--- src/include/dacm_pkg.sv ---
// constants, state codes and field layout for the dac control and mute logic
// assumes a single core clock that also serves as the master clock
// Contract
// - frame period off by over 32 clocks shuts down
// - mode pin low hardware, high software control
// - mute pin low mutes, high runs normally
// - undriven mute pin shows automute, low when zero
// - zero output low while infinite zero detected
// - mute decays toward mid rail, tau 64 samples
// - 1024 zero samples both channels set automute latch
// - any non-zero sample clears the automute latch
// - mute pin high blocks automute unless zero-detect bit
// - hardware pins select one of four input formats
// - 16 high 16 low bit clocks forces 16-bit
// - hardware mode data pin enables de-emphasis
// - 3-wire word shifted in, captured on latch pulse
// - word bits 15-9 address, 8-0 data
// - software mode starts in 2-wire control
// - 2-wire address 001101 plus select pin bit
// - latch pulse in 2-wire mode locks 3-wire mode
// - register 3 bit 8 enables zero detect, reset off
// - four 9-bit program registers loaded serially
// - control pins resynchronised into the core clock
package dacm_pkg;

  // positions of the pin levels inside the synchroniser bank
  localparam int SYNC_W      = 9;
  localparam int SY_MODE     = 0;
  localparam int SY_FRAME    = 1;
  localparam int SY_BCLK     = 2;
  localparam int SY_SCK      = 3;
  localparam int SY_SDI      = 4;
  localparam int SY_LATCH    = 5;
  localparam int SY_SELWL    = 6;
  localparam int SY_MUTE     = 7;
  localparam int SY_UNDRIVEN = 8;

  // master clock to frame ratio check
  localparam logic [11:0]      MCLK_TOL    = 12'h020;
  localparam logic [5:0][11:0] MCLK_RATIOS = {12'h300, 12'h200, 12'h180,
                                              12'h100, 12'h0c0, 12'h080};
  localparam logic [11:0]      PERIOD_MAX  = 12'hfff;
  localparam logic [11:0]      PERIOD_ONE  = 12'h001;

  // bit clocks per frame half that force 16-bit data
  localparam logic [5:0] BCLK_HALF = 6'h10;
  localparam logic [5:0] BCLK_SAT  = 6'h3f;

  // zero run and soft mute decay
  localparam logic [10:0] ZERO_RUN    = 11'h400;
  localparam int          DECAY_SHIFT = 6;

  // serial control words
  localparam logic [5:0] TW_ADDR_HI  = 6'h0d;
  localparam logic [3:0] BYTE_BITS   = 4'h8;
  localparam int         CW_ADDR_LSB = 9;
  localparam logic [6:0] NUM_REGS    = 7'h04;

  // program register indexes and reset values
  localparam int         REG_ATT_L   = 0;
  localparam int         REG_ATT_R   = 1;
  localparam int         REG_DAC_CTL = 2;
  localparam int         REG_IF_CTL  = 3;
  localparam logic [8:0] REG0_RST    = 9'h0ff;
  localparam logic [8:0] REG1_RST    = 9'h0ff;
  localparam logic [8:0] REG2_RST    = 9'h000;
  localparam logic [8:0] REG3_RST    = 9'h000;

  // field positions
  localparam int R2_MUTE   = 0;
  localparam int R2_DEEMPH = 1;
  localparam int R2_PWDN   = 2;
  localparam int R2_IW_LSB = 3;
  localparam int R2_IW_MSB = 4;
  localparam int R3_I2S    = 0;
  localparam int R3_IZD    = 8;

  // word length codes
  localparam logic [1:0] WL16 = 2'h0;
  localparam logic [1:0] WL20 = 2'h1;
  localparam logic [1:0] WL24 = 2'h2;
  localparam logic [1:0] WL32 = 2'h3;

  // 2-wire receiver states
  typedef enum logic [2:0] {
    TW_IDLE   = 3'b000,
    TW_ADDR   = 3'b001,
    TW_HI     = 3'b010,
    TW_LO     = 3'b011,
    TW_IGNORE = 3'b100
  } dacm_tw_state_e;

endpackage

--- src/include/dacm_pin_if.sv ---
// raw and resynchronised pin levels passed to the synchroniser bank
// assumes the user side drives raw and only reads synced
`timescale 1ns/10ps
interface dacm_pin_if;
  logic [dacm_pkg::SYNC_W-1:0] raw;
  logic [dacm_pkg::SYNC_W-1:0] synced;

  modport sync_mp (input raw, output synced);
  modport user_mp (output raw, input synced);
endinterface

--- src/design/dacm_top.sv ---
// control and mute logic of a stereo dac: ratio check, control modes,
// serial control port, automute and soft mute decay
// assumes samples arrive on the core clock; all pins are asynchronous
`timescale 1ns/10ps
module dacm_top (
  // clock and reset
  input  wire logic        i_core_clk,
  input  wire logic        i_rst,
  // audio clocks
  input  wire logic        i_frame_clock,
  input  wire logic        i_bit_clock,
  // control pins
  input  wire logic        i_mode_pin,
  input  wire logic        i_ctrl_clk,
  input  wire logic        i_serial_data_deemph_pin,
  input  wire logic        i_latch_format_pin,
  input  wire logic        i_select_wordlen_pin,
  // mute pin sense
  input  wire logic        i_mute_control_pin,
  input  wire logic        i_mute_undriven,
  // decoded samples
  input  wire logic        i_sample_valid,
  input  wire logic [23:0] i_sample_left,
  input  wire logic [23:0] i_sample_right,
  // mute pin and data pin drive
  output logic             o_mute_control_pin,
  output logic             o_mute_control_oe_n,
  output logic             o_sdi_out,
  output logic             o_sdi_oe_n,
  // status
  output logic             o_zero_n,
  output logic             o_dac_mute,
  output logic             o_dac_shutdown,
  output logic             o_sw_mode,
  output logic             o_three_wire,
  // format selection
  output logic             o_fmt_i2s,
  output logic [1:0]       o_word_len,
  output logic             o_deemph,
  // filtered samples
  output logic             o_out_valid,
  output logic [23:0]      o_out_left,
  output logic [23:0]      o_out_right
);

  dacm_pin_if pins ();

  assign pins.raw = {i_mute_undriven, i_mute_control_pin, i_select_wordlen_pin,
                     i_latch_format_pin, i_serial_data_deemph_pin, i_ctrl_clk,
                     i_bit_clock, i_frame_clock, i_mode_pin};

  dacm_sync u_sync (
    .i_clk (i_core_clk),
    .i_rst (i_rst),
    .pins  (pins)
  );

  logic mode_s, frame_s, bclk_s, sck_s, sdi_s, lat_s, selwl_s, mute_s, undriven_s;
  logic mode_q, frame_q, bclk_q, sck_q, sdi_q, lat_q;

  // synchronised pin levels
  assign mode_s     = pins.synced[dacm_pkg::SY_MODE];
  assign frame_s    = pins.synced[dacm_pkg::SY_FRAME];
  assign bclk_s     = pins.synced[dacm_pkg::SY_BCLK];
  assign sck_s      = pins.synced[dacm_pkg::SY_SCK];
  assign sdi_s      = pins.synced[dacm_pkg::SY_SDI];
  assign lat_s      = pins.synced[dacm_pkg::SY_LATCH];
  assign selwl_s    = pins.synced[dacm_pkg::SY_SELWL];
  assign mute_s     = pins.synced[dacm_pkg::SY_MUTE];
  assign undriven_s = pins.synced[dacm_pkg::SY_UNDRIVEN];

  // previous levels for edge detection
  always_ff @(posedge i_core_clk) begin
    if (i_rst) begin
      mode_q  <= 1'b0;
      frame_q <= 1'b0;
      bclk_q  <= 1'b0;
      sck_q   <= 1'b0;
      sdi_q   <= 1'b0;
      lat_q   <= 1'b0;
    end else begin
      mode_q  <= mode_s;
      frame_q <= frame_s;
      bclk_q  <= bclk_s;
      sck_q   <= sck_s;
      sdi_q   <= sdi_s;
      lat_q   <= lat_s;
    end
  end

  logic frame_rise, bclk_rise, sck_rise, sck_fall, lat_rise, lat_fall, mode_chg;
  assign frame_rise = frame_s & ~frame_q;
  assign bclk_rise  = bclk_s & ~bclk_q;
  assign sck_rise   = sck_s & ~sck_q;
  assign sck_fall   = ~sck_s & sck_q;
  assign lat_rise   = lat_s & ~lat_q;
  assign lat_fall   = ~lat_s & lat_q;
  assign mode_chg   = mode_s ^ mode_q;

  // true when a measured period sits within tolerance of a legal ratio
  function automatic logic ratio_ok(input logic [11:0] p);
    logic ok;
    ok = 1'b0;
    for (int k = 0; k < 6; k++) begin
      if (p >= dacm_pkg::MCLK_RATIOS[k] - dacm_pkg::MCLK_TOL &&
          p <= dacm_pkg::MCLK_RATIOS[k] + dacm_pkg::MCLK_TOL) begin
        ok = 1'b1;
      end
    end
    return ok;
  endfunction

  logic [11:0] period_q;
  logic        ratio_err_q;
  logic        period_ok;
  assign period_ok = ratio_ok(period_q);

  // period counter; starts in error so nothing plays before a good frame
  always_ff @(posedge i_core_clk) begin
    if (i_rst) begin
      period_q    <= 12'h000;
      ratio_err_q <= 1'b1;
    end else if (frame_rise) begin
      period_q    <= dacm_pkg::PERIOD_ONE;
      ratio_err_q <= ~period_ok;
    end else if (period_q == dacm_pkg::PERIOD_MAX) begin
      ratio_err_q <= 1'b1;           // stopped frame clock counts as a mismatch
    end else begin
      period_q <= period_q + dacm_pkg::PERIOD_ONE;
    end
  end

  logic [5:0] hi_q, lo_q;
  logic       auto16_q;

  // bit clocks per frame half; a lone 16/16 frame forces 16-bit data
  always_ff @(posedge i_core_clk) begin
    if (i_rst) begin
      hi_q     <= 6'h00;
      lo_q     <= 6'h00;
      auto16_q <= 1'b0;
    end else if (frame_rise) begin
      auto16_q <= (hi_q == dacm_pkg::BCLK_HALF) && (lo_q == dacm_pkg::BCLK_HALF);
      hi_q     <= 6'h00;
      lo_q     <= 6'h00;
    end else if (bclk_rise) begin
      if (frame_s && hi_q != dacm_pkg::BCLK_SAT) begin
        hi_q <= hi_q + 6'h01;
      end
      if (!frame_s && lo_q != dacm_pkg::BCLK_SAT) begin
        lo_q <= lo_q + 6'h01;
      end
    end
  end

  logic three_wire_q, lat_seen_q;

  // 2-wire by default; one latch pulse locks 3-wire until the mode pin moves
  always_ff @(posedge i_core_clk) begin
    if (i_rst || mode_chg) begin
      three_wire_q <= 1'b0;
      lat_seen_q   <= 1'b0;
    end else if (mode_s && !three_wire_q) begin
      if (lat_rise) begin
        lat_seen_q <= 1'b1;
      end
      if (lat_fall && lat_seen_q) begin
        three_wire_q <= 1'b1;
      end
    end
  end

  logic [15:0] sh3_q;
  logic        write3;

  // 3-wire shift register, msb first on control clock rise
  always_ff @(posedge i_core_clk) begin
    if (i_rst) begin
      sh3_q <= 16'h0000;
    end else if (mode_s && three_wire_q && sck_rise) begin
      sh3_q <= {sh3_q[14:0], sdi_s};
    end
  end

  // word applied on latch rise; chip select must be low
  assign write3 = mode_s & three_wire_q & lat_rise & ~selwl_s;

  dacm_pkg::dacm_tw_state_e tw_state_q;
  logic [3:0] tw_cnt_q;
  logic [7:0] tw_byte_q, tw_hi_q;
  logic       ack_q, tw_active, tw_start, tw_stop, tw_accept, write2;

  assign tw_active = mode_s & ~three_wire_q;
  assign tw_start  = sck_s & sck_q & sdi_q & ~sdi_s;
  assign tw_stop   = sck_s & sck_q & ~sdi_q & sdi_s;
  assign tw_accept = (tw_state_q != dacm_pkg::TW_ADDR) ||
                     (tw_byte_q == {dacm_pkg::TW_ADDR_HI, selwl_s, 1'b0});
  assign write2    = tw_active & ~tw_start & ~tw_stop & sck_rise & ack_q &
                     (tw_state_q == dacm_pkg::TW_LO) & (tw_cnt_q == dacm_pkg::BYTE_BITS);

  // 2-wire receiver: address byte, then two data bytes, each acknowledged
  always_ff @(posedge i_core_clk) begin
    if (i_rst || !tw_active) begin
      tw_state_q <= dacm_pkg::TW_IDLE;
      tw_cnt_q   <= 4'h0;
      tw_byte_q  <= 8'h00;
      tw_hi_q    <= 8'h00;
      ack_q      <= 1'b0;
    end else if (tw_start) begin
      tw_state_q <= dacm_pkg::TW_ADDR;
      tw_cnt_q   <= 4'h0;
      ack_q      <= 1'b0;
    end else if (tw_stop) begin
      tw_state_q <= dacm_pkg::TW_IDLE;
      ack_q      <= 1'b0;
    end else begin
      case (tw_state_q)
        dacm_pkg::TW_IDLE, dacm_pkg::TW_IGNORE: begin
          ack_q <= 1'b0;
        end
        dacm_pkg::TW_ADDR, dacm_pkg::TW_HI, dacm_pkg::TW_LO: begin
          if (sck_rise && tw_cnt_q != dacm_pkg::BYTE_BITS) begin
            tw_byte_q <= {tw_byte_q[6:0], sdi_s};
            tw_cnt_q  <= tw_cnt_q + 4'h1;
          end else if (sck_rise) begin
            tw_cnt_q <= 4'h0;
            if (!ack_q) begin
              tw_state_q <= dacm_pkg::TW_IGNORE;
            end else if (tw_state_q == dacm_pkg::TW_ADDR) begin
              tw_state_q <= dacm_pkg::TW_HI;
            end else if (tw_state_q == dacm_pkg::TW_HI) begin
              tw_state_q <= dacm_pkg::TW_LO;
              tw_hi_q    <= tw_byte_q;
            end else begin
              tw_state_q <= dacm_pkg::TW_IGNORE;  // bytes past the word are dropped
            end
          end
          if (sck_fall) begin
            ack_q <= (tw_cnt_q == dacm_pkg::BYTE_BITS) && tw_accept;
          end
        end
        default: begin
          tw_state_q <= dacm_pkg::TW_IDLE;
        end
      endcase
    end
  end

  logic        wr_en;
  logic [15:0] wr_word;
  logic [6:0]  wr_addr;
  logic [1:0]  wr_idx;
  logic [8:0]  wr_data;
  assign wr_en   = write3 | write2;
  assign wr_word = three_wire_q ? sh3_q : {tw_hi_q, tw_byte_q};
  assign wr_addr = wr_word[15:dacm_pkg::CW_ADDR_LSB];
  assign wr_idx  = wr_addr[1:0];
  assign wr_data = wr_word[dacm_pkg::CW_ADDR_LSB-1:0];

  logic [3:0][8:0] regs_q;

  // program registers; unknown addresses are ignored
  always_ff @(posedge i_core_clk) begin
    if (i_rst) begin
      regs_q[dacm_pkg::REG_ATT_L]   <= dacm_pkg::REG0_RST;
      regs_q[dacm_pkg::REG_ATT_R]   <= dacm_pkg::REG1_RST;
      regs_q[dacm_pkg::REG_DAC_CTL] <= dacm_pkg::REG2_RST;
      regs_q[dacm_pkg::REG_IF_CTL]  <= dacm_pkg::REG3_RST;
    end else if (wr_en && wr_addr < dacm_pkg::NUM_REGS) begin
      regs_q[wr_idx] <= wr_data;
    end
  end

  logic        izd_bit, zero_en, zlatch_q, both_zero;
  logic [10:0] run_q;
  assign izd_bit   = regs_q[dacm_pkg::REG_IF_CTL][dacm_pkg::R3_IZD];
  assign zero_en   = undriven_s | izd_bit;
  assign both_zero = (i_sample_left == 24'h000000) && (i_sample_right == 24'h000000);

  // zero run counter and automute latch
  always_ff @(posedge i_core_clk) begin
    if (i_rst || !zero_en) begin
      run_q    <= 11'h000;
      zlatch_q <= 1'b0;
    end else if (i_sample_valid && both_zero) begin
      if (run_q == dacm_pkg::ZERO_RUN - 11'h001) begin
        zlatch_q <= 1'b1;
      end else begin
        run_q <= run_q + 11'h001;
      end
    end else if (i_sample_valid) begin
      run_q    <= 11'h000;
      zlatch_q <= 1'b0;
    end
  end

  logic pin_low, shutdown_d, mute_d;
  // an undriven pin follows our own weak drive, so it reads the latch
  assign pin_low    = undriven_s ? zlatch_q : ~mute_s;
  assign shutdown_d = ratio_err_q | (mode_s & regs_q[dacm_pkg::REG_DAC_CTL][dacm_pkg::R2_PWDN]);
  assign mute_d     = pin_low | (izd_bit & zlatch_q) | shutdown_d |
                      (mode_s & regs_q[dacm_pkg::REG_DAC_CTL][dacm_pkg::R2_MUTE]);

  // status and pin drive outputs
  always_ff @(posedge i_core_clk) begin
    if (i_rst) begin
      o_mute_control_pin  <= 1'b1;
      o_mute_control_oe_n <= 1'b1;
      o_sdi_out           <= 1'b0;
      o_sdi_oe_n          <= 1'b1;
      o_zero_n            <= 1'b1;
      o_dac_mute          <= 1'b1;
      o_dac_shutdown      <= 1'b1;
      o_sw_mode           <= 1'b0;
      o_three_wire        <= 1'b0;
    end else begin
      o_mute_control_pin  <= ~zlatch_q;
      o_mute_control_oe_n <= ~undriven_s;
      o_sdi_out           <= 1'b0;
      o_sdi_oe_n          <= ~ack_q;
      o_zero_n            <= ~zlatch_q;
      o_dac_mute          <= mute_d;
      o_dac_shutdown      <= shutdown_d;
      o_sw_mode           <= mode_s;
      o_three_wire        <= three_wire_q;
    end
  end

  logic       i2s_d, deemph_d;
  logic [1:0] wl_d;

  // format source: pins in hardware mode, registers in software mode
  always_comb begin
    if (mode_s) begin
      i2s_d    = regs_q[dacm_pkg::REG_IF_CTL][dacm_pkg::R3_I2S];
      wl_d     = regs_q[dacm_pkg::REG_DAC_CTL][dacm_pkg::R2_IW_MSB:dacm_pkg::R2_IW_LSB];
      deemph_d = regs_q[dacm_pkg::REG_DAC_CTL][dacm_pkg::R2_DEEMPH];
    end else begin
      i2s_d    = lat_s;
      deemph_d = sdi_s;
      case ({lat_s, selwl_s})
        2'b00:   wl_d = dacm_pkg::WL24;
        2'b01:   wl_d = dacm_pkg::WL20;
        2'b10:   wl_d = dacm_pkg::WL16;
        default: wl_d = dacm_pkg::WL24;
      endcase
    end
    if (auto16_q) begin
      wl_d = dacm_pkg::WL16;
    end
  end

  // format outputs
  always_ff @(posedge i_core_clk) begin
    if (i_rst) begin
      o_fmt_i2s  <= 1'b0;
      o_word_len <= dacm_pkg::WL24;
      o_deemph   <= 1'b0;
    end else begin
      o_fmt_i2s  <= i2s_d;
      o_word_len <= wl_d;
      o_deemph   <= deemph_d;
    end
  end

  // one decay step toward zero; tiny values still step so mute settles
  function automatic logic [23:0] decay(input logic [23:0] y);
    logic [23:0] st;
    st = $signed(y) >>> dacm_pkg::DECAY_SHIFT;
    if (st == 24'h000000 && y != 24'h000000) begin
      st = y[23] ? 24'hffffff : 24'h000001;
    end
    return y - st;
  endfunction

  // soft mute: exponential decay from the held sample, instant release
  always_ff @(posedge i_core_clk) begin
    if (i_rst) begin
      o_out_valid <= 1'b0;
      o_out_left  <= 24'h000000;
      o_out_right <= 24'h000000;
    end else begin
      o_out_valid <= i_sample_valid;
      if (i_sample_valid) begin
        o_out_left  <= o_dac_mute ? decay(o_out_left) : i_sample_left;
        o_out_right <= o_dac_mute ? decay(o_out_right) : i_sample_right;
      end
    end
  end
endmodule

--- src/design/dacm_sync.sv ---
// two flip-flop synchroniser bank for every pin level
// assumes pins are asynchronous to the core clock
`timescale 1ns/10ps
module dacm_sync (
  // clock and reset
  input wire logic       i_clk,
  input wire logic       i_rst,
  // pin levels
  dacm_pin_if.sync_mp    pins
);

  logic [dacm_pkg::SYNC_W-1:0] meta_q;
  logic [dacm_pkg::SYNC_W-1:0] sync_q;

  // first stage feeds only the second; nothing else looks at it
  always_ff @(posedge i_clk) begin
    if (i_rst) begin
      meta_q <= '0;
      sync_q <= '0;
    end else begin
      meta_q <= pins.raw;
      sync_q <= meta_q;
    end
  end

  assign pins.synced = sync_q;

endmodule

--- config.mk ---
export PLATFORM = sky130hd
export DESIGN_NAME = dacm_top
export DESIGN_NICKNAME = d
export VERILOG_FILES = /design/src/include/dacm_pkg.sv /design/src/include/dacm_pin_if.sv /design/src/design/dacm_top.sv /design/src/design/dacm_sync.sv
export SDC_FILE = /design/constraint.sdc
export NUM_CORES = 1
export LEC_CHECK = 0
export ABC_AREA = 1
export BUFFER_PORTS_ARGS = -buffer_cell sky130_fd_sc_hd__clkbuf_2
export CAP_MARGIN = 20
export CORE_MARGIN = 2
export CORE_UTILIZATION = 45
export CTS_BUF_LIST = sky130_fd_sc_hd__clkbuf_16
export CTS_CLUSTER_SIZE = 25
export DETAILED_ROUTE_END_ITERATION = 6
export PLACE_DENSITY = 0.74
export SYNTH_ARGS = -nofsm -noshare
export SYNTH_HDL_FRONTEND = slang
export SYNTH_SLANG_ARGS = --single-unit
--- constraint.sdc ---
create_clock -name i_core_clk -period 3.78 [get_ports i_core_clk]
set_input_delay 0.189 -clock i_core_clk [delete_from_list [all_inputs] [get_ports i_core_clk]]
set_output_delay 0.189 -clock i_core_clk [all_outputs]
set_load 0.02 [all_outputs]
==> results.sh, run 1 <==
export IMPL_start_util_pct=45.72
export IMPL_yosysTopAreaCell="dfxtp_1"
export IMPL_fin_cells=2224
export IMPL_num_rows=57
export IMPL_synth_seq_area_share_pct=30.61
export IMPL_reg2reg_depth=18
export IMPL_yosysWarnings=0
export IMPL_endpoint_kind="register"
export IMPL_peakVddDrop_uv=384.1
export IMPL_hold_class="input pin to register"
export IMPL_grt_pass1_vias=10595
export IMPL_cts_tree="done"
export IMPL_cap_viol_max_count=0
export IMPL_rsz0062_at_grt="no"
export IMPL_synth_async_reset_ratio_pct=0
export IMPL_hpwl_um=23420
export IMPL_cp_required_ns=4.06
export IMPL_syn_inst=1774
export IMPL_cts_resized=0
export IMPL_antenna_found_initial=0
export IMPL_firstDrtPassIters=5
export IMPL_critPathLaunch="o_out_right[23]$_SDFFE_PP0P_"
export IMPL_cts_max_path_buffers=2
export IMPL_die_w_um=161.2
export IMPL_route_vias_total=11621
export IMPL_grt_usage_pct=24.01
export IMPL_finalCritPeriodShare_pct=93.16
export IMPL_numPortBuffers=120
export IMPL_diodes=0
export IMPL_power_density_nw_per_um2=784.2
export IMPL_layout_cells_most_common="nand2_1"
export IMPL_synth_edf_count=0
export IMPL_final_setup_skew_ns=0.01423
export IMPL_final_cell_mix="nand2_1 (446), inv_1 (270), nor2_1 (216), dfxtp_1 (170), a21oi_1 (153)"
export IMPL_coreArea_um2=24320
export IMPL_ys_types=52
export IMPL_globalRouteOverflowTotal=0
export IMPL_power_leakage_nw=6.214
export IMPL_path_max_fanout=16
export IMPL_via_per_inst=5.225
export IMPL_num_io_pins=122
export IMPL_clkSinkCount=170
export IMPL_wl_um=31590
export IMPL_numCtsBuffers=17
export IMPL_drive_gt1_share_pct=11.79
export IMPL_multi_input_area_um2=6381
export IMPL_synth_area_top_cells="dfxtp_1 (31%), nand2_1 (15%), inv_1 (9.1%)"
export IMPL_timing_rr_end="o_out_right[14]$_SDFFE_PP0P_"
export IMPL_synth_nets=1894
export IMPL_regToRegSetupSlack_ns=0.26
export IMPL_ant_nets=0
export IMPL_critPathArrivalTime_ns=3.81
export IMPL_htreeDepth=4
export IMPL_cp_endpoint="o_out_right[14]$_SDFFE_PP0P_"
export IMPL_fin_crit_ns=3.521
export IMPL_worst_setup_path_type="register to register"
export IMPL_clk_latency_ns=0.44
export IMPL_die_y_um=161.2
export IMPL_n_fill_cell=2418
export IMPL_synth_top_flop_cell="dfxtp_1"
export IMPL_hold_viol=0
export IMPL_worst_hold_path_num_cells=3
export IMPL_drc=0
export IMPL_synth_top_cell_area_share_pct=30.61
export IMPL_synth_seq_cells=170
export IMPL_cts_root_buf="clkbuf_16"
export IMPL_gp_congestion=0.9817
export IMPL_drtIter0Drc=873
export IMPL_worstMarginPinSlew_ns=1.081
export IMPL_grt_start_max_net_pins=86
export IMPL_cts_reportedPaths_clkPinSlew_ns=0.07
export IMPL_setup_tns_final_ns=0
export IMPL_drv_slew=0
export IMPL_layout_nets=2007
export IMPL_area_growth_pct=14.19
export IMPL_setup_viol=0
export IMPL_status="complete, no violations"
export IMPL_whs_ns=0.07751
export IMPL_numPlacedInstances=2182
export IMPL_maxSlewHeadroom_pct=27.86
export IMPL_regArea_um2=3403
export IMPL_die_area_um2=25980
export IMPL_cp_start_kind="register"
export IMPL_maxClockFrequency_mhz=284.0
export IMPL_grt_pass1_wl_um=51120
export IMPL_syn_area_um2=11120
export IMPL_syn_area_per_cell_um2=6.267
export IMPL_r2r_start="o_out_right[23]$_SDFFE_PP0P_"
export IMPL_wl_per_cell_um=14.21
==> critical path: stages (launching register included) <==
cell and delay [ns]:
dfxtp_1 0.34, inv_1 0.25, ha_1 0.21, nand2_1 0.05
nor2_1 0.15, nor3b_4 0.40, nand2_2 0.32, o21ai_0 0.24
ha_1 0.35, nand2_1 0.15, nor2_1 0.08, nand2_1 0.08
nand3_1 0.17, nand3_1 0.12, nand2_1 0.07, nand2_1 0.06
nand2_1 0.04, o21ai_0 0.21, a21oi_1 0.09
==> cell type report <==
class	instances	share of cell area, %
Tap cell	324	3.193
Sequential cell	170	26.81
Timing Repair Buffer	145	6.406
Multi-Input combinational cell	1261	50.26
Clock buffer	17	3.351
Inverter	292	8.633
Clock inverter	15	1.350
==> metrics by stage <==
stage	cell area [µm²]	setup WS, ns	utilization, %	power [mW]
after global routing	12700	0.05635	52.20	10.86
after global placement	12000	0.4862	49.34	7.974
after detailed placement	12000	0.4023	49.34	8.057
after floorplan	11120	0.9886	-	6.627
after CTS	12700	0.3291	52.20	9.901
final	12700	0.2587	52.20	9.956
==> routing by layer <==
layer	up-vias	part of all wire (%)	GRT usage [%]
li1	5906	-	-
met1	5249	44	30.78
met2	411	47	41.46
met3	55	6.5	3.775
met4	0	2.5	7.589
met5	-	0	0
==> how the worst min path moves through the flow <==
stage                                         to                startpoint
global route        o_out_right[23]$_SDFFE_PP0P_        i_sample_right[23]
CTS                   o_out_left[3]$_SDFFE_PP0P_          i_sample_left[3]
finish                o_out_left[2]$_SDFFE_PP0P_          i_sample_left[2]
global placement     u_sync.meta_q[4]$_SDFF_PP0_  i_serial_data_deemph_pin
floorplan            u_sync.meta_q[0]$_SDFF_PP0_                i_mode_pin
detailed placement   u_sync.meta_q[0]$_SDFF_PP0_                i_mode_pin
==> sequential cells by signal, indices dropped and copies added (netlist names), 8 cells and up <==
name / cells
tw_hi_q: 8
o_out_left: 24
u_sync.pins.synced: 9
tw_byte_q: 8
u_sync.meta_q: 9
sh3_q: 16
o_out_right: 24
run_q: 11
period_q: 12
==> synthesized netlist by cell type, types with 2 or more instances <==
| master | n |
|---|---|
| a31oi_1 | 2 |
| inv_1 | 270 |
| xnor2_1 | 2 |
| nand2_1 | 446 |
| nor3_1 | 21 |
| o21ai_0 | 80 |
| a21oi_2 | 3 |
| nand2_4 | 2 |
| ha_1 | 58 |
| or2_2 | 5 |
| nand3b_1 | 3 |
| nor3_2 | 3 |
| nand3_1 | 108 |
| buf_4 | 6 |
| o21ai_1 | 18 |
| clkbuf_1 | 37 |
| o22a_1 | 2 |
| a21oi_1 | 153 |
| o21ai_2 | 10 |
| xor2_1 | 23 |
| or2_1 | 4 |
| inv_2 | 18 |
| nor2_1 | 216 |
| nor4_1 | 8 |
| buf_2 | 6 |
| nor2_2 | 7 |
| nand3_2 | 3 |
| nand4_1 | 40 |
| fa_1 | 2 |
| dfxtp_1 | 170 |
| a211oi_1 | 20 |
| o211ai_1 | 5 |
| clkinv_1 | 4 |
==> cell families after synthesis <==
kind of cell / share of synthesized area, %
and+or+nand+nor: 33.31
adders and majority gates: 6.887
muxes: 0.09003
xor gates and xnor gates: 1.969
buffers and inverters: 12.00
DFF: 30.61
AOI/OAI and AO/OA: 15.10
other: 0.03373
==> repair_timing <==
item	in CTS	in global routing
setup endpoints to repair	0	0
endpoints found under the hold margin	10	0
hold buffers	10	0
buffers inserted	0	0
==> power by group <==
part           switching [mW]  leakage [nW]  internal (mW)
Sequential              0.253          1.39           1.98
Clock                   0.854         0.295          0.948
Combinational            3.88          4.53           2.04
Total                    4.99          6.21           4.97
Power figures use the tool's default switching activity.
==> run 2, diff against run 1 <==
--- a/config.mk
+++ b/config.mk
@@ -5,7 +5,7 @@
 export SDC_FILE = /design/constraint.sdc
 export NUM_CORES = 1
 export LEC_CHECK = 0
-export ABC_AREA = 1
+export ABC_AREA = 0
 export BUFFER_PORTS_ARGS = -buffer_cell sky130_fd_sc_hd__clkbuf_2
 export CAP_MARGIN = 20
 export CORE_MARGIN = 2
==> run 2 against run 1 <==
Total power shrank 0.57%. Largest power group unchanged. Setup slack lost 0.10 ns. Combinational power shrank 2%. Non-clock buffer count grew 24. Register-to-register slack lost 0.10 ns. Utilization grew 1.4 points. Fmax shrank 2.9%. Hold slack gained 0.0069 ns. Die area shrank 11%. Synthesized cell count shrank 31%. First-iteration DRC count shrank 21%. Clock-buffer cell count is the same.
==> results.sh, run 2 <==
export IMPL_status="complete, no violations"
export IMPL_syn_area_per_cell_um2=8.003
export IMPL_die_area_um2=23110
export IMPL_worstMarginPinSlew_ns=0.9303
export IMPL_syn_inst=1232
export IMPL_fin_ws_ns=0.1548
export IMPL_power_density_nw_per_um2=850.9
export IMPL_grt_pass1_wl_um=47220
export IMPL_layout_nets=1477
export IMPL_synth_most_common_cell="dfxtp_1"
export IMPL_n_fill_cell=2056
export IMPL_coreArea_um2=21690
export IMPL_critPathLaunch="o_out_left[9]$_SDFFE_PP0P_"
export IMPL_route_vias_total=9740
export IMPL_synth_area_top_cells="dfxtp_1 (35%), ha_1 (7.4%), nor2_1 (5.9%)"
export IMPL_htreeDepth=4
export IMPL_synth_nets=1352
export IMPL_num_rows=54
export IMPL_drive_gt1_share_pct=16.13
export IMPL_synth_seq_cells=170
export IMPL_path_delay_family="simple AND/OR/NAND/NOR gates"
export IMPL_critPathArrivalTime_ns=3.96
export IMPL_reg2reg_depth=13
export IMPL_numPortBuffers=120
export IMPL_cp_cell_sequence="nor4_2 > nand2_1 > nor4_2 > buf_4 > nor2_1 > ha_1 > a21o_1 > a21o_1 > a31o_4 > nor3_4 > o21ai_2 > or4b_1 > a311oi_1"
export IMPL_grtUsageMet1_pct=33.04
export IMPL_slowest_stage="or4b_1"
export IMPL_drv_slew=0
export IMPL_wl_um=29210
export IMPL_p_sw_share_pct=44.80
export IMPL_antenna_found_initial=0
export IMPL_hold_viol=0
export IMPL_start_util_pct=45.46
export IMPL_synth_seq_area_share_pct=34.52
export IMPL_p_comb_share_pct=58.5
export IMPL_ant_nets=0
export IMPL_die_w_um=152.0
export IMPL_diodes=0
export IMPL_synth_top_cell_area_share_pct=34.52
export IMPL_cp_endpoint="o_out_left[23]$_SDFFE_PP0P_"
export IMPL_clkSinkCount=170
export IMPL_p_int_mw=5.464
export IMPL_cp_required_ns=4.12
export IMPL_cp_start_kind="register"
export IMPL_drc=0
export IMPL_synth_top_flop_cell="dfxtp_1"
export IMPL_wl_per_cell_um=17.70
export IMPL_design_area_um2=11630
export IMPL_cap_viol_max_count=0
export IMPL_syn_area_um2=9859
export IMPL_firstDrtPassIters=5
export IMPL_preCtsSetupSlack_ns=0.01447
export IMPL_cts_root_buf="clkbuf_16"
export IMPL_yosysWarnings=0
export IMPL_worst_setup_path_type="register to register"
export IMPL_yosysTopAreaCell="dfxtp_1"
export IMPL_hpwl_um=21070
export IMPL_cts_tree="done"
export IMPL_busiest_layer="met2"
export IMPL_timing_rr_end="o_out_left[23]$_SDFFE_PP0P_"
export IMPL_clk_latency_ns=0.43
export IMPL_die_y_um=152.0
export IMPL_maxSlewHeadroom_pct=37.85
export IMPL_area_growth_pct=18.00
export IMPL_layout_cells_most_common="dfxtp_1"
export IMPL_drtIter0Drc=688
export IMPL_p_clk_share_pct=17.9
export IMPL_grt_start_max_net_pins=80
export IMPL_ys_types=73
export IMPL_rsz0062_at_grt="yes"
export IMPL_p_seq_share_pct=23.5
export IMPL_r2r_start="o_out_left[9]$_SDFFE_PP0P_"
export IMPL_final_setup_skew_ns=0.01133
export IMPL_path_max_fanout=14
export IMPL_switchingPower_mw=4.435
export IMPL_cp_buffers_inverters=1
export IMPL_final_cell_mix="dfxtp_1 (169), nor2_1 (156), clkbuf_2 (119), nand2_1 (112), a21oi_1 (97)"
export IMPL_cts_max_path_buffers=2
export IMPL_finalCritPeriodShare_pct=95.90
export IMPL_cts_reportedPaths_clkPinSlew_ns=0.07
export IMPL_top_regs="o_out_left (24), o_out_right (24), sh3_q (16)"
export IMPL_power_leakage_nw=4.578
export IMPL_peakVddDrop_uv=401.0
export IMPL_synth_edf_count=0
export IMPL_grt_pass1_vias=9132
export IMPL_gp_congestion=0.9417
export IMPL_grt_use_met3_pct=4.307
export IMPL_globalRouteOverflowTotal=0
export IMPL_crit_path_max_incr_delay_ns=0.46
export IMPL_place_area_um2=10860
export IMPL_regToRegSetupSlack_ns=0.15
export IMPL_grt_usage_pct=24.56
export IMPL_fin_crit_ns=3.625
export IMPL_num_io_pins=122
export IMPL_synth_async_reset_ratio_pct=0
export IMPL_endpoint_kind="register"
export IMPL_setup_viol=0
export IMPL_via_per_inst=5.903
export IMPL_crit_cells=13
export IMPL_p_total_mw=9.899
export IMPL_netlist_top_cells_count="dfxtp_1 (170), nor2_1 (156), nand2_1 (112), a21oi_1 (99), ha_1 (58)"
export IMPL_numCtsBuffers=17
export IMPL_hold_class="input pin to register"
export IMPL_maxClockFrequency_mhz=275.9
export IMPL_grtUsageMet2_pct=40.18
==> run 2: per-stage QoR <==
stage	TNS [ns]	cells	hold WS, ns	utilization [%]
after floorplan	0	1232	0.2724	-
after global placement	0	1606	0.3990	50.06
after detailed placement	0	1606	0.4061	50.06
after CTS	0	1647	0.05906	53.25
after global routing	-0.04662	1650	0.07212	53.64
final	0	1650	0.08441	53.64
==> run 2: cell families (layout without fill, tap and decap cells) <==
kind of cell / count (synthesis) / after routing / share of synthesized area, %
compound gates: 302 / 302 / 19.37
mux: 38 / 38 / 3.871
buf+inv: 95 / 233 / 3.731
fa+ha+maj: 60 / 60 / 7.767
flops: 170 / 170 / 34.52
xor+xnor: 57 / 57 / 5.063
simple gates: 509 / 509 / 25.65
other cells: 1 / 1 / 0.03803
==> run 2: tightest hold or removal path: cells and delay by family <==
family,cells,cell delay (ns)
AOI/OAI and AO/OA,1,0.08
and+or+nand+nor,1,0.08
buffers and inverters,1,0.12
==> run 2: final cells by class <==
class / count / area, µm² / share of cell area, %
Timing Repair Buffer: 169 / 993.5 / 8.539
Tap cell: 280 / 350.3 / 3.011
Clock buffer: 17 / 425.4 / 3.657
Sequential cell: 170 / 3405 / 29.26
Multi-Input combinational cell: 967 / 6172 / 53.05
Inverter: 32 / 120.1 / 1.032
Clock inverter: 15 / 167.7 / 1.441
==> run 2: how the worst min path moves through the flow <==
stage                       from                           to  cells past startpoint
2_1_floorplan              i_rst         o_sw_mode$_SDFF_PP0_                      1
3_3_place_gp          i_mode_pin  u_sync.meta_q[0]$_SDFF_PP0_                      2
3_5_place_dp          i_mode_pin  u_sync.meta_q[0]$_SDFF_PP0_                      2
4_1_cts        i_sample_left[15]  o_out_left[15]$_SDFFE_PP0P_                      3
5_1_grt        i_sample_left[15]  o_out_left[15]$_SDFFE_PP0P_                      3
6_report       i_sample_left[15]  o_out_left[15]$_SDFFE_PP0P_                      3
==> run 2: what timing repair did <==
item,in CTS,in global routing
hold buffers,9,0
hold endpoints to repair,9,0
buffers inserted,0,3
gates resized for setup,2,14
endpoints found under the setup margin,2,16
pin swaps,0,1
==> run 2: metal layers <==
| metal | up-vias | routed length (µm) |
|---|---|---|
| met5 | - | 0 |
| met4 | 0 | 730 |
| met3 | 51 | 1793 |
| met2 | 389 | 13740 |
| met1 | 4587 | 12950 |
| li1 | 4713 | - |
==> run 2: power groups by stage <==
stage | registers (mW) | clock network, mW | logic [mW]
finish | 2.33 | 1.78 | 5.79
global route | 2.35 | 1.89 | 6.34
CTS | 2.31 | 1.81 | 5.64
detailed placement | 2.35 | 0 | 5.58
global placement | 2.34 | 0 | 5.56
floorplan | 2.55 | 0 | 3.78
